[config.mk]
export PLATFORM = sky130hd
export DESIGN_NAME = sdram_timing_core
export DESIGN_NICKNAME = d
export VERILOG_FILES = /design/src/sdram_timing_pkg.sv /design/src/sdram_timing_core.sv
export SDC_FILE = /design/constraint.sdc
export NUM_CORES = 1
export LEC_CHECK = 0
export BUFFER_PORTS_ARGS = -buffer_cell sky130_fd_sc_hd__buf_2
export CORE_ASPECT_RATIO = 1.4
export CORE_MARGIN = 5
export CORE_UTILIZATION = 55
export CTS_BUF_LIST = sky130_fd_sc_hd__clkbuf_8
export CTS_CLUSTER_DIAMETER = 30
export CTS_CLUSTER_SIZE = 10
export DETAILED_ROUTE_END_ITERATION = 8
export GPL_TIMING_DRIVEN = 0
export HOLD_SLACK_MARGIN = 0.03
export PLACE_DENSITY = 0.79
export SLEW_MARGIN = 5
export SYNTH_ARGS = -nofsm -noshare
export SYNTH_HDL_FRONTEND = slang
export SYNTH_SLANG_ARGS = --single-unit
[constraint.sdc]
create_clock -name mclk -period 4.5 [get_ports mclk]
set_clock_uncertainty 0.1 [all_clocks]
set_input_delay 0.225 -clock mclk [delete_from_list [all_inputs] [get_ports mclk]]
set_output_delay 0.225 -clock mclk [all_outputs]
set_load 0.05 [all_outputs]
[src/sdram_timing_pkg.sv]
// package: speed-bin limits, mode-register fields and carriers for the sdram timing core
package sdram_timing_pkg;

    // clock rate
    localparam real CLK_PERIOD_NS = 4.0;

    // speed-bin minima and maxima in ns
    localparam real ACCESS_MIN_FAST_NS  = 13.75;
    localparam real ACCESS_MIN_SLOW_NS  = 13.5;
    localparam real ACCESS_MAX_NS       = 20.0;
    localparam real ACT_TO_ACT_FAST_NS  = 48.75;
    localparam real ACT_TO_ACT_SLOW_NS  = 49.5;
    localparam real ACT_TO_PRE_FAST_NS  = 35.0;
    localparam real ACT_TO_PRE_SLOW_NS  = 36.0;
    localparam real DOWNBIN_LIMIT_NS    = 13.125;

    // counts derived from the clock; least rounds up, longest rounds down
    localparam int ACCESS_MIN_FAST_CYC = int'($ceil(ACCESS_MIN_FAST_NS / CLK_PERIOD_NS));
    localparam int ACCESS_MIN_SLOW_CYC = int'($ceil(ACCESS_MIN_SLOW_NS / CLK_PERIOD_NS));
    localparam int ACCESS_MAX_CYC      = int'($floor(ACCESS_MAX_NS / CLK_PERIOD_NS));
    localparam int DOWNBIN_LIMIT_CYC   = int'($floor(DOWNBIN_LIMIT_NS / CLK_PERIOD_NS));

    // latency chosen inside the window; down-binning parts must not exceed its limit
    localparam logic [3:0] ACCESS_DELAY_FAST = 4'(ACCESS_MIN_FAST_CYC);
    localparam logic [3:0] ACCESS_DELAY_SLOW = 4'(ACCESS_MIN_SLOW_CYC);
    localparam logic [3:0] DOWNBIN_DELAY     = 4'(DOWNBIN_LIMIT_CYC);

    // read latency and write latency codes
    localparam logic [3:0] READ_LAT_6  = 4'h6;
    localparam logic [3:0] READ_LAT_11 = 4'hb;
    localparam logic [3:0] READ_LAT_10 = 4'ha;
    localparam logic [3:0] WRITE_LAT_5 = 4'h5;
    localparam logic [3:0] WRITE_LAT_7 = 4'h7;
    localparam logic [3:0] WRITE_LAT_8 = 4'h8;

    // mode register zero fields
    localparam int ZERO_BL_LSB  = 0;
    localparam int ZERO_ORDER   = 3;
    localparam int ZERO_PD_EXIT = 12;
    localparam logic [1:0] BURST_OF_EIGHT_CODE = 2'h0;

    // mode register one fields
    localparam int ONE_DRV_LO   = 1;
    localparam int ONE_DRV_HI   = 5;
    localparam int ONE_NOM_LO   = 2;
    localparam int ONE_NOM_MID  = 6;
    localparam int ONE_NOM_HI   = 9;
    localparam int ONE_OUT_OFF  = 12;
    localparam logic [1:0] DRIVE_NORMAL_CODE = 2'h1;
    localparam logic [2:0] NOM_TERM_CODE     = 3'h3;

    // mode register two fields
    localparam int TWO_AUTO_RATE  = 6;
    localparam int TWO_TEMP_RANGE = 7;
    localparam int TWO_WT_LO      = 9;
    localparam logic [1:0] WRITE_TERM_CODE = 2'h2;

    // reset values
    localparam logic [15:0] MODE_RESET = 16'h0000;

    // mode register select codes
    localparam logic [1:0] SEL_ZERO = 2'h0;
    localparam logic [1:0] SEL_ONE  = 2'h1;
    localparam logic [1:0] SEL_TWO  = 2'h2;

    typedef struct packed {
        logic        burst_of_eight;
        logic        sequential_order;
        logic        fast_pd_exit;
        logic        output_enabled;
        logic        drive_normal;
        logic        nominal_termination;
        logic        auto_self_refresh_rate;
        logic        self_refresh_temp_range;
        logic        write_termination;
    } mode_status_s;

    typedef struct packed {
        logic        valid;
        logic [1:0]  sel;
        logic [15:0] value;
    } mode_write_s;

endpackage

[src/sdram_timing_core.sv]
// sdram timing core: mode registers and read-access latency counted on mclk, commands taken on link clock rises
`timescale 1ns/1ps

// Contract
// - first read data comes within the access window after the read
// - bits 1 and 0 of register zero at 00 fix burst of eight
// - bit 12 of register zero picks slow or fast power-down exit
// - bit 6 of register two turns auto self-refresh rate off or on
// - bit 7 of register two picks normal or extended temperature range
// - bit 3 of register zero clear selects sequential burst order
// - register one bit 12 clear enables outputs; bits 5,1 at 01 normal drive
// - register one bits 9,6,2 at 011 enable nominal termination
// - register two bits 10,9 at 10 enable write termination
// - down-binning parts keep the access minimum at 13.125 ns or less; no precharge minimum is kept
module sdram_timing_core (
    // clock and reset
    input  wire logic                         mclk,
    input  wire logic                         sys_rst,
    // link from the controller
    input  wire logic                         link_clk,
    input  wire logic                         mode_wr,
    input  wire logic [1:0]                   mode_sel,
    input  wire logic [15:0]                  mode_value,
    input  wire logic                         read_cmd,
    // configuration straps
    input  wire logic                         fast_bin,
    input  wire logic                         downbin_part,
    // status and data timing
    output logic                              read_data_valid,
    output logic                              setting_reserved,
    output sdram_timing_pkg::mode_status_s    mode_status
);
    import sdram_timing_pkg::*;

    // link sampling: two flops, then edge detect on the second
    logic [2:0]  clk_sync_q;
    logic [1:0]  wr_sync_q;
    logic [1:0]  rd_sync_q;
    logic [1:0]  bin_sync_q;
    logic [1:0]  dbin_sync_q;
    logic [1:0]  sel_s1_q;
    logic [1:0]  sel_s2_q;
    logic [15:0] val_s1_q;
    logic [15:0] val_s2_q;

    always_ff @(posedge mclk or posedge sys_rst) begin
        if (sys_rst) begin
            clk_sync_q  <= 3'h0;
            wr_sync_q   <= 2'h0;
            rd_sync_q   <= 2'h0;
            bin_sync_q  <= 2'h0;
            dbin_sync_q <= 2'h0;
            sel_s1_q    <= 2'h0;
            sel_s2_q    <= 2'h0;
            val_s1_q    <= MODE_RESET;
            val_s2_q    <= MODE_RESET;
        end else begin
            clk_sync_q  <= {clk_sync_q[1:0], link_clk};
            wr_sync_q   <= {wr_sync_q[0], mode_wr};
            rd_sync_q   <= {rd_sync_q[0], read_cmd};
            bin_sync_q  <= {bin_sync_q[0], fast_bin};
            dbin_sync_q <= {dbin_sync_q[0], downbin_part};
            sel_s1_q    <= mode_sel;
            sel_s2_q    <= sel_s1_q;
            val_s1_q    <= mode_value;
            val_s2_q    <= val_s1_q;
        end
    end

    wire link_rise = clk_sync_q[1] & ~clk_sync_q[2];

    mode_write_s wr_req;
    assign wr_req.valid = link_rise & wr_sync_q[1];
    assign wr_req.sel   = sel_s2_q;
    assign wr_req.value = val_s2_q;
    wire         rd_take = link_rise & rd_sync_q[1];

    // mode registers
    logic [15:0] mr0_q;
    logic [15:0] mr1_q;
    logic [15:0] mr2_q;
    logic        reserved_q;

    // reserved: burst field code 3, drive codes above normal, write termination code 3, or select code 3
    function automatic logic is_reserved(input logic [1:0] sel, input logic [15:0] v);
        logic r;
        r = 1'b0;
        case (sel)
            SEL_ZERO: r = (v[ZERO_BL_LSB +: 2] == 2'h3);
            SEL_ONE:  r = ({v[ONE_DRV_HI], v[ONE_DRV_LO]} > DRIVE_NORMAL_CODE);
            SEL_TWO:  r = (v[TWO_WT_LO +: 2] == 2'h3);
            default: r = 1'b1;
        endcase
        return r;
    endfunction

    wire wr_bad = is_reserved(wr_req.sel, wr_req.value);

    always_ff @(posedge mclk or posedge sys_rst) begin
        if (sys_rst) begin
            mr0_q      <= MODE_RESET;
            mr1_q      <= MODE_RESET;
            mr2_q      <= MODE_RESET;
            reserved_q <= 1'b0;
        end else if (wr_req.valid) begin
            reserved_q <= wr_bad;
            if (!wr_bad && wr_req.sel == SEL_ZERO)
                mr0_q <= wr_req.value;
            if (!wr_bad && wr_req.sel == SEL_ONE)
                mr1_q <= wr_req.value;
            if (!wr_bad && wr_req.sel == SEL_TWO)
                mr2_q <= wr_req.value;
        end
    end

    // field decode
    mode_status_s status_d;
    assign status_d.burst_of_eight   = (mr0_q[ZERO_BL_LSB +: 2] == BURST_OF_EIGHT_CODE);
    assign status_d.sequential_order = ~mr0_q[ZERO_ORDER];
    assign status_d.fast_pd_exit     = mr0_q[ZERO_PD_EXIT];
    assign status_d.output_enabled   = ~mr1_q[ONE_OUT_OFF];
    assign status_d.drive_normal =
        ({mr1_q[ONE_DRV_HI], mr1_q[ONE_DRV_LO]} == DRIVE_NORMAL_CODE);
    assign status_d.nominal_termination =
        ({mr1_q[ONE_NOM_HI], mr1_q[ONE_NOM_MID], mr1_q[ONE_NOM_LO]} == NOM_TERM_CODE);
    assign status_d.auto_self_refresh_rate  = mr2_q[TWO_AUTO_RATE];
    assign status_d.self_refresh_temp_range = mr2_q[TWO_TEMP_RANGE];
    assign status_d.write_termination =
        (mr2_q[TWO_WT_LO +: 2] == WRITE_TERM_CODE);

    // access latency per bin; down-binning parts use the tighter minimum
    wire [3:0] access_delay = dbin_sync_q[1] ? DOWNBIN_DELAY :
                              (bin_sync_q[1] ? ACCESS_DELAY_FAST : ACCESS_DELAY_SLOW);

    // read access sequencer
    typedef enum logic [1:0] {
        ACC_IDLE = 2'b01,
        ACC_WAIT = 2'b10
    } access_state_e;

    access_state_e acc_q;
    access_state_e acc_d;
    logic [3:0]    acc_cnt_q;
    logic [3:0]    acc_cnt_d;
    logic          data_valid_d;

    always_comb begin
        acc_d        = acc_q;
        acc_cnt_d    = acc_cnt_q;
        data_valid_d = 1'b0;
        case (acc_q)
            ACC_IDLE: begin
                if (rd_take) begin
                    acc_d     = ACC_WAIT;
                    acc_cnt_d = access_delay - 4'h1;
                end
            end
            ACC_WAIT: begin
                if (acc_cnt_q == 4'h0) begin
                    data_valid_d = 1'b1;
                    acc_d        = ACC_IDLE;
                end else begin
                    acc_cnt_d = acc_cnt_q - 4'h1;
                end
            end
            default: acc_d = ACC_IDLE;
        endcase
    end

    always_ff @(posedge mclk or posedge sys_rst) begin
        if (sys_rst) begin
            acc_q            <= ACC_IDLE;
            acc_cnt_q        <= 4'h0;
            read_data_valid  <= 1'b0;
            setting_reserved <= 1'b0;
            mode_status      <= '0;
        end else begin
            acc_q            <= acc_d;
            acc_cnt_q        <= acc_cnt_d;
            read_data_valid  <= data_valid_d;
            setting_reserved <= reserved_q;
            mode_status      <= status_d;
        end
    end

endmodule // sdram_timing_core

==> results_dict.tcl, run 1 <==
set metrics [dict create \
    crit_path_max_incr_delay_ns 0.50 \
    postCtsSetupBuffers 0 \
    ctsLongestPathBuffers 2 \
    dp.final_hpwl_um 2140 \
    max_freq_ghz 0.580 \
    final_cell_count_no_fill 235 \
    slew_headroom 0.441 \
    numCtsBuffers 9 \
    final_common_cell "dfrtp_1" \
    powerDensity_nw_per_um2 509 \
    io_buffers 28 \
    combPwrFrac 0.132 \
    min_to "rd_sync_q[1]" \
    reg2reg_slack_ns 2.77 \
    placedCellCount 202 \
    grt_pass1_wl_um 5740 \
    drv_cap 0 \
    worst_slew_pin_slew_ns 0.837 \
    rows 26 \
    swShare 0.254 \
    critPathKind "flop to flop" \
    initial_core_util 0.575 \
    p_int_uw 1030 \
    wl_per_cell_um 14.3 \
    r2r-end "mr1_q[12]" \
    design_area_um2 2710 \
    track_usage 0.143 \
    seq_area_frac_synth 0.770 \
    firstDrtPassIters 4 \
    hold_path_depth 0 \
    dpl-instance-area_um2 2330 \
    yosysUniqueCellTypes 28 \
    netlist_instances 131 \
    clk_pin_slew_ns 0.06 \
    critPathSlowestCell "or4b_1" \
    remaining_drc_errors 0 \
    synth_nets 157 \
    place.gp.congestion 0.737 \
    syn_avg_cell_area_um2 16.1 \
    drive_gt1_frac 0.316 \
    p_sw_uw 351 \
    drv_slew 0 \
    clkSinkCount 65 \
    timing.rr.start "clk_sync_q[2]" \
    clockPowerShare 0.370 \
    clk_latency_ns 0.33 \
    grt_max_degree 41 \
    grt_pass1_vias 1329 \
    final_antenna_net_count 0 \
    startpoint_type "flop" \
    dp_slack_ns 2.78 \
    die_h_um 83.3 \
    drtIter0Drc 19 \
    timing.final.crit_period_ns 1.73 \
    syn_to_final_growth_pct 28.4 \
    layout_common_cells "dfrtp_1, buf_2, dlygate4sd3_1" \
    peakVddDrop_mv 0.352 \
    rsz0062_at_grt "false" \
    ys_ff_latch 65 \
    wirelength_um 3360 \
    period_share 0.383 \
    synthesis.area_um2 2110 \
    seq_power_share 0.498 \
    dieArea_um2 5200 \
    final-setup-viol-count 0 \
    die_w_um 62.4 \
    hold_violations 0 \
    vias_per_cell 5.11 \
    diodes 0 \
    vias 1201 \
    overflow 0 \
    nNetsFinal 214 \
    p_leak_uw 0.00130 \
    end_kind "flop" \
    hp-class "flop to flop" \
    path_cells "nand3b_1 -> or4b_1 -> buf_6 -> mux2_4" \
    grt_antenna_before_repair 0 \
    setup_ws_ns 2.77 \
    core_um2 3680 \
    cts_htree_levels 3 \
    cp.required_ns 4.61 \
    status "complete, no violations" \
    cts_tree "built" \
    finalCoreUtilization 0.738 \
    r2r_cells 4 \
    cp.arrival_ns 1.83 \
    final.setup.tns_ns 0 \
    num_io_pins 36 \
    worstHoldStart "rd_sync_q[0]" \
    clock-root-buffer "clkbuf_8" \
    ys_warn_count 0 \
    path_max_fanout 7 \
]
-- worst max-delay path by stage --
| stage | depth (start not counted) | slack [ns] | startpoint | end |
|---|---|---|---|---|
| floorplan | 1 | 2.55 | sys_rst | acc_cnt_q[0] |
| global placement | 2 | 2.05 | sys_rst | val_s1_q[7] |
| detailed placement | 4 | 2.78 | clk_sync_q[2] | mr1_q[2] |
| CTS | 4 | 2.76 | clk_sync_q[2] | mr1_q[9] |
| global route | 4 | 2.68 | clk_sync_q[2] | mr0_q[12] |
| finish | 4 | 2.77 | clk_sync_q[2] | mr1_q[12] |
-- critical path, delay by kind of cell, from the launching register on --
| kind | cells | cell delay (ns) |
|---|---|---|
| multiplexers | 1 | 0.29 |
| buffers and inverters | 1 | 0.17 |
| AND/OR/NAND/NOR | 2 | 0.66 |
| flip-flops | 1 | 0.39 |
-- cells in the mapped netlist, drive strengths merged --
cell | n | area [µm²]
o22a | 4 | 35.0
and4bb | 2 | 25.0
or4 | 1 | 11.3
buf | 1 | 11.3
o2111ai | 1 | 8.76
nor2 | 10 | 37.5
nand3 | 1 | 5.00
ha | 1 | 12.5
o221a | 1 | 11.3
inv | 4 | 15.0
a22o | 1 | 17.5
or2b | 1 | 7.51
or4b | 1 | 10.0
nand3b | 1 | 7.51
nor2b | 3 | 18.8
a21boi | 1 | 7.51
and2 | 3 | 20.0
dfstp | 1 | 26.3
nand2 | 7 | 26.3
mux2 | 9 | 120
a21o | 1 | 7.51
o41ai | 1 | 8.76
dfrtp | 64 | 1600
nand2b | 3 | 18.8
a211oi | 1 | 7.51
a21oi | 7 | 35.0
-- sequential cells by signal, indices dropped and copies added (netlist names) --
signal,flops
val_s1_q,10
val_s2_q,10
mode_status,9
mr1_q,6
acc_cnt_q,4
mr0_q,4
mr2_q,4
clk_sync_q,3
acc_q,2
dbin_sync_q,2
rd_sync_q,2
sel_s1_q,2
sel_s2_q,2
wr_sync_q,2
read_data_valid,1
reserved_q,1
setting_reserved,1
-- repair_timing --
| action | 4_1_cts | 5_1_grt |
|---|---|---|
| endpoints found under the hold margin | 54 | 0 |
| hold buffers | 17 | 0 |
| endpoints found under the setup margin | 0 | 0 |
| resized for setup | 0 | 0 |
-- power groups by stage --
stage | Combinational [µW] | Clock [µW] | Sequential, µW
after floorplan | 63.4 | 0 | 757
after global placement | 165 | 0 | 691
after detailed placement | 173 | 0 | 697
after CTS | 185 | 522 | 689
after global routing | 196 | 549 | 697
final | 182 | 510 | 688
-- cell type report --
class,count,area (µm²)
Clock inverter,7,86.3
Sequential cell,65,1630
Inverter,4,15.0
Tap cell,42,52.6
Timing Repair Buffer,46,338
Multi-Input combinational cell,61,459
Clock buffer,9,124
Fill cell,243,962
Buffer,1,11.3
-- metal layers --
metal,share of wire,global-route usage
met4,0.021,0.0753
met1,0.37,0.144
met3,0.062,0.0649
met5,0,0
met2,0.54,0.244
-- cells by family after synthesis --
logic type / synth area share
buf+inv: 0.0124
mux: 0.0568
flops: 0.770
fa+ha+maj: 0.00592
compound gates: 0.0657
simple gates: 0.0888
-- per-stage QoR --
| stage | total power, µW | hold WS, ns |
|---|---|---|
| floorplan | 820 | 0.156 |
| global placement | 856 | 0.232 |
| detailed placement | 871 | 0.234 |
| CTS | 1400 | 0.250 |
| global route | 1440 | 0.263 |
| finish | 1380 | 0.247 |
(Power assumes the default switching activity.)
==> inputs of run 2 (changes only) <==
Settings changed: ABC_AREA from default to 1.
Clock period 4.5 ns to 1.7 ns, I/O delays scaled along.
==> run 2 against run 1 <==
Compared with the run above:
- clock-buffer cell count is 3 higher
- cell count is 17% higher
- sequential power grew to 2.6 times the previous value
- synthesized cell count is 31% higher
- flip-flop and latch count stayed put
- combinational power is 150% higher
- die area is 0.60% higher
- highest routed layer unchanged
==> results_dict.tcl, run 2 <==
set metrics [dict create \
    dieArea_um2 5230 \
    slew_headroom 0.553 \
    ys.flop_type "dfrtp_1" \
    path_buf_inv 3 \
    cts_htree_levels 3 \
    drtIter0Drc 79 \
    track_usage 0.153 \
    synth_nets 197 \
    cts_tree "built" \
    synth.area.top_cells "dfrtp_1, nand2_1, inv_1, o21ai_0, nor2_1" \
    status "complete, no violations" \
    p_leak_uw 0.00136 \
    clk_latency_ns 0.33 \
    drv_cap 0 \
    core_um2 3710 \
    vias 1302 \
    met2_usage 0.252 \
    cp.required_ns 1.81 \
    ctsLongestPathBuffers 2 \
    synthesis.area_um2 2130 \
    seq_power_share 0.485 \
    r2r-end "acc_cnt_q[2]" \
    crit_path_max_incr_delay_ns 0.56 \
    final.setup.tns_ns 0 \
    cp.arrival_ns 1.70 \
    path_delay_family "flip-flops" \
    drv_slew 0 \
    die_w_um 62.6 \
    place.gp.congestion 0.820 \
    wirelength_um 3390 \
    initial_core_util 0.574 \
    grt_max_degree 66 \
    drive_gt1_frac 0.246 \
    combPwrFrac 0.122 \
    yosysUniqueCellTypes 18 \
    io_buffers 28 \
    dp.final_hpwl_um 2040 \
    firstDrtPassIters 4 \
    clkSinkCount 65 \
    reg2reg_slack_ns 0.11 \
    grt_most_used_layer "met2" \
    numCtsBuffers 9 \
    syn_to_final_growth_pct 29.0 \
    powerDensity_nw_per_um2 1350 \
    seq_area_frac_synth 0.765 \
    hold_path_depth 0 \
    remaining_drc_errors 0 \
    end_kind "flop" \
    placedCellCount 241 \
    dpl-instance-area_um2 2320 \
    syn_avg_cell_area_um2 12.4 \
    critPathKind "flop to flop" \
    grt_antenna_before_repair 0 \
    path_cells "inv_2 -> nand2_2 -> nand2_1 -> o21ai_0 -> inv_1 -> ha_1 -> inv_1 -> nand2_1 -> nand3_1 -> nand2_1" \
    max_freq_ghz 0.629 \
    path_max_fanout 4 \
    layout_common_cells "dfrtp_1, nand2_1, buf_2" \
    hold_violations 0 \
    wl_per_cell_um 12.4 \
    peakVddDrop_mv 0.962 \
    synthArstFlopShare 1.00 \
    gr-usage-met3 0.0647 \
    period_share 0.935 \
    cpMostUsedCell "nand2_1" \
    postCtsSetupBuffers 0 \
    hp-class "flop to flop" \
    critPathSlowestCell "dfstp_2" \
    synth_common_cells "dfrtp_1, nand2_1, inv_1, o21ai_0, nor2_1" \
    ys_warn_count 0 \
    grt_pass1_vias 1380 \
    met1_usage 0.165 \
    r2r_cells 10 \
    final_antenna_net_count 0 \
    p_int_uw 2790 \
    yosysMostFrequentCell "dfrtp_1" \
    clockPowerShare 0.393 \
    swShare 0.246 \
    largestRegisters "val_s1_q (10), val_s2_q (10), mode_status (9)" \
    worstHoldStart "val_s1_q[6]" \
    synth-edff-count 0 \
    worst_slew_pin_slew_ns 0.669 \
    synth_top_area_share 0.752 \
    timing.final.crit_period_ns 1.59 \
    overflow 0 \
    design_area_um2 2750 \
    timing.rr.start "acc_q[0]" \
    die_h_um 83.6 \
    final-setup-viol-count 0 \
    rsz0062_at_grt "false" \
    min_to "val_s2_q[6]" \
    clk_pin_slew_ns 0.06 \
    clock-root-buffer "clkbuf_8" \
    diodes 0 \
    vias_per_cell 4.75 \
    netlist_instances 171 \
    startpoint_type "flop" \
    final_cell_count_no_fill 274 \
    p_sw_uw 910 \
    synth_top_cell_by_area "dfrtp_1" \
    nNetsFinal 254 \
    num_io_pins 36 \
    grt_pass1_wl_um 6080 \
    finalCoreUtilization 0.741 \
    ys_ff_latch 65 \
    final_common_cell "dfrtp_1" \
    rows 26 \
]
run 2: worst max-delay path by stage:
stage	start	to	slack, ns	cells after the start
6_report	acc_q[0]	acc_cnt_q[2]	0.11	10
3_5_place_dp	acc_q[0]	acc_cnt_q[1]	0.1	9
3_3_place_gp	acc_q[0]	acc_cnt_q[1]	0.14	9
2_1_floorplan	acc_q[0]	acc_cnt_q[1]	0.22	9
4_1_cts	acc_q[0]	acc_cnt_q[2]	0.08	10
5_1_grt	acc_q[0]	acc_cnt_q[2]	0.0009	10
run 2: kinds of logic (layout without fill, tap and decap cells):
group	Yosys count	after routing	synth area share
and+or+nand+nor	62	62	0.138
buffers and inverters	25	86	0.0476
adders and majority gates	1	1	0.00588
AOI/OAI and AO/OA	18	18	0.0441
DFF	65	65	0.765
run 2: per-stage QoR:
stage | hold WS, ns | total power [µW] | setup WS (ns)
after floorplan | 0.0164 | 2120 | 0.216
after global placement | 0.0928 | 2220 | 0.137
after detailed placement | 0.0943 | 2240 | 0.0965
after CTS | 0.249 | 3730 | 0.0817
after global routing | 0.253 | 3880 | 0.000877
final | 0.248 | 3700 | 0.110
run 2: power by group through the flow:
stage	Clock (µW)	Combinational, µW	Sequential, µW
after CTS	1480	450	1800
after global routing	1570	502	1810
after global placement	0	406	1810
after detailed placement	0	417	1820
after floorplan	0	144	1970
final	1450	452	1790
run 2: repair_timing:
action,CTS,global route
gates resized for setup,0,1
hold buffers,17,0
setup endpoints to repair,0,2
endpoints found under the hold margin,80,0
run 2: area by class of cell:
type	instances	area (µm²)
Fill cell	267	962
Clock buffer	12	165
Multi-Input combinational cell	81	402
Timing Repair Buffer	46	330
Inverter	24	93.8
Tap cell	42	52.6
Clock inverter	3	63.8
Sequential cell	65	1630
Buffer	1	11.3
run 2: metal layers:
layer / part of all wire / wire, µm
met5: 0 / 0
met4: 0.020 / 68
met3: 0.054 / 184
met2: 0.54 / 1830
met1: 0.38 / 1300
==> inputs of run 3 (changes only) <==
Settings changed: REMOVE_ABC_BUFFERS from default to 1.
==> run 3 against run 2 <==
Compared with the run above:
- critical endpoint is now acc_cnt_q[1]
- global-route usage shrank 1.0 points
- critical path depth shrank 1
- sequential power is essentially flat
- total power shrank 9.5%
- largest power group unchanged
- routed wire length shrank 7.4%
- clock-buffer cell count shrank 1
- register-to-register slack is essentially flat
==> results_dict.tcl, run 3 (synthesized netlist as in run 2, its figures left out) <==
set metrics [dict create \
    cp.arrival_ns 1.68 \
    clk_latency_ns 0.32 \
    drv_slew 0 \
    end_kind "flop" \
    grt_max_degree 42 \
    rows 26 \
    io_buffers 28 \
    overflow 0 \
    hp-class "primary input to async pin" \
    cts_tree "built" \
    largestRegisters "val_s1_q (10), val_s2_q (10), mode_status (9)" \
    dieArea_um2 5230 \
    die_w_um 62.6 \
    drtIter0Drc 72 \
    numCtsBuffers 9 \
    die_h_um 83.6 \
    wirelength_um 3140 \
    finalPower_uw 3350 \
    wl_per_cell_um 11.4 \
    core_um2 3710 \
    vias_per_cell 4.61 \
    rsz0062_at_grt "false" \
    grt_pass1_wl_um 5750 \
    num_io_pins 36 \
    cts_htree_levels 3 \
    initial_core_util 0.574 \
    drv_cap 0 \
    max_freq_ghz 0.633 \
    startpoint "acc_q[0]" \
    drive_gt1_frac 0.241 \
    remaining_drc_errors 0 \
    peakVddDrop_mv 0.946 \
    period_share 0.929 \
    final.setup.tns_ns 0 \
    final_antenna_net_count 0 \
    startpoint_type "flop" \
    syn_to_final_growth_pct 25.7 \
    firstDrtPassIters 4 \
    dp.final_hpwl_um 2040 \
    ctsLongestPathBuffers 2 \
    worst_slew_pin_slew_ns 0.515 \
    slew_headroom 0.656 \
    final_common_cell "dfrtp_1" \
    diodes 0 \
    track_usage 0.142 \
    grt_antenna_before_repair 0 \
    critPathKind "flop to flop" \
    timing.rr.start "acc_q[0]" \
    clk_pin_slew_ns 0.07 \
    layout_common_cells "dfrtp_1, nand2_1, buf_2" \
    vias 1264 \
    grt_pass1_vias 1270 \
    cp.required_ns 1.80 \
    timing.final.crit_period_ns 1.58 \
    status "complete, no violations" \
    p_leak_uw 0.00134 \
    fillers 270 \
    hold_violations 0 \
    clock-root-buffer "clkbuf_8" \
    nNetsFinal 253 \
    place.gp.congestion 0.797 \
    powerDensity_nw_per_um2 1250 \
    postCtsSetupBuffers 0 \
    clkSinkCount 65 \
    final-setup-viol-count 0 \
    path_max_fanout 4 \
]
## run 3: cell type report
cell class | instances | area, µm² | area share
Inverter | 24 | 90.1 | 0.0337
Clock buffer | 11 | 151 | 0.0566
Timing Repair Buffer | 46 | 330 | 0.123
Sequential cell | 65 | 1630 | 0.608
Clock inverter | 5 | 22.5 | 0.00842
Tap cell | 42 | 52.6 | 0.0196
Multi-Input combinational cell | 81 | 402 | 0.150
## run 3: worst max-delay path, cell delays in order (launching register included)
cell,delay (ns)
dfstp_2,0.56
inv_2,0.05
nand2_2,0.08
nand2_1,0.09
o21ai_0,0.08
inv_1,0.06
ha_1,0.27
inv_1,0.03
nand2_1,0.05
o21ai_0,0.08
## run 3: path summary, 6_finish.rpt
path	slack, ns	cells past startpoint	to
worst max-delay path	0.12	9	acc_cnt_q[1]
worst min-delay path	0.24	3	mr1_q[12]
worst max register to register	0.12	9	acc_cnt_q[1]
worst min register to register	0.25	0	sel_s2_q[1]
max in group asynchronous	0.69	4	val_s2_q[3]
min in group mclk	0.25	0	sel_s2_q[1]
## run 3: per-stage QoR
stage	instance area, µm²	cells	hold WS [ns]	setup slack, ns	utilization
floorplan	2120	170	0.0164	-0.110	-
global placement	2310	240	0.0929	-0.705	0.623
detailed placement	2330	241	0.0558	0.0791	0.628
CTS	2670	274	0.245	0.0680	0.721
global route	2680	274	0.245	0.0137	0.722
finish	2680	274	0.238	0.121	0.722
## run 3: repair_timing
item | in CTS | in global routing
hold endpoints to repair | 39 | 0
hold buffers | 17 | 0
setup endpoints to repair | 0 | 2
gates resized for setup | 0 | 1
## run 3: power by group
group          switching, µW  leakage, µW  internal, µW
clock network            519     0.000101           590
logic                    312     0.000451           132
registers               72.4     0.000789          1720
total                    904      0.00134          2440
## run 3: metal layers
layer  wire length [µm]  vias to the layer above  GRT usage
met4                 55                        0     0.0753
met1               1280                      597      0.173
met5                  0                        -          0
li1                   -                      633          -
met3                163                        6     0.0539
met2               1630                       28      0.219
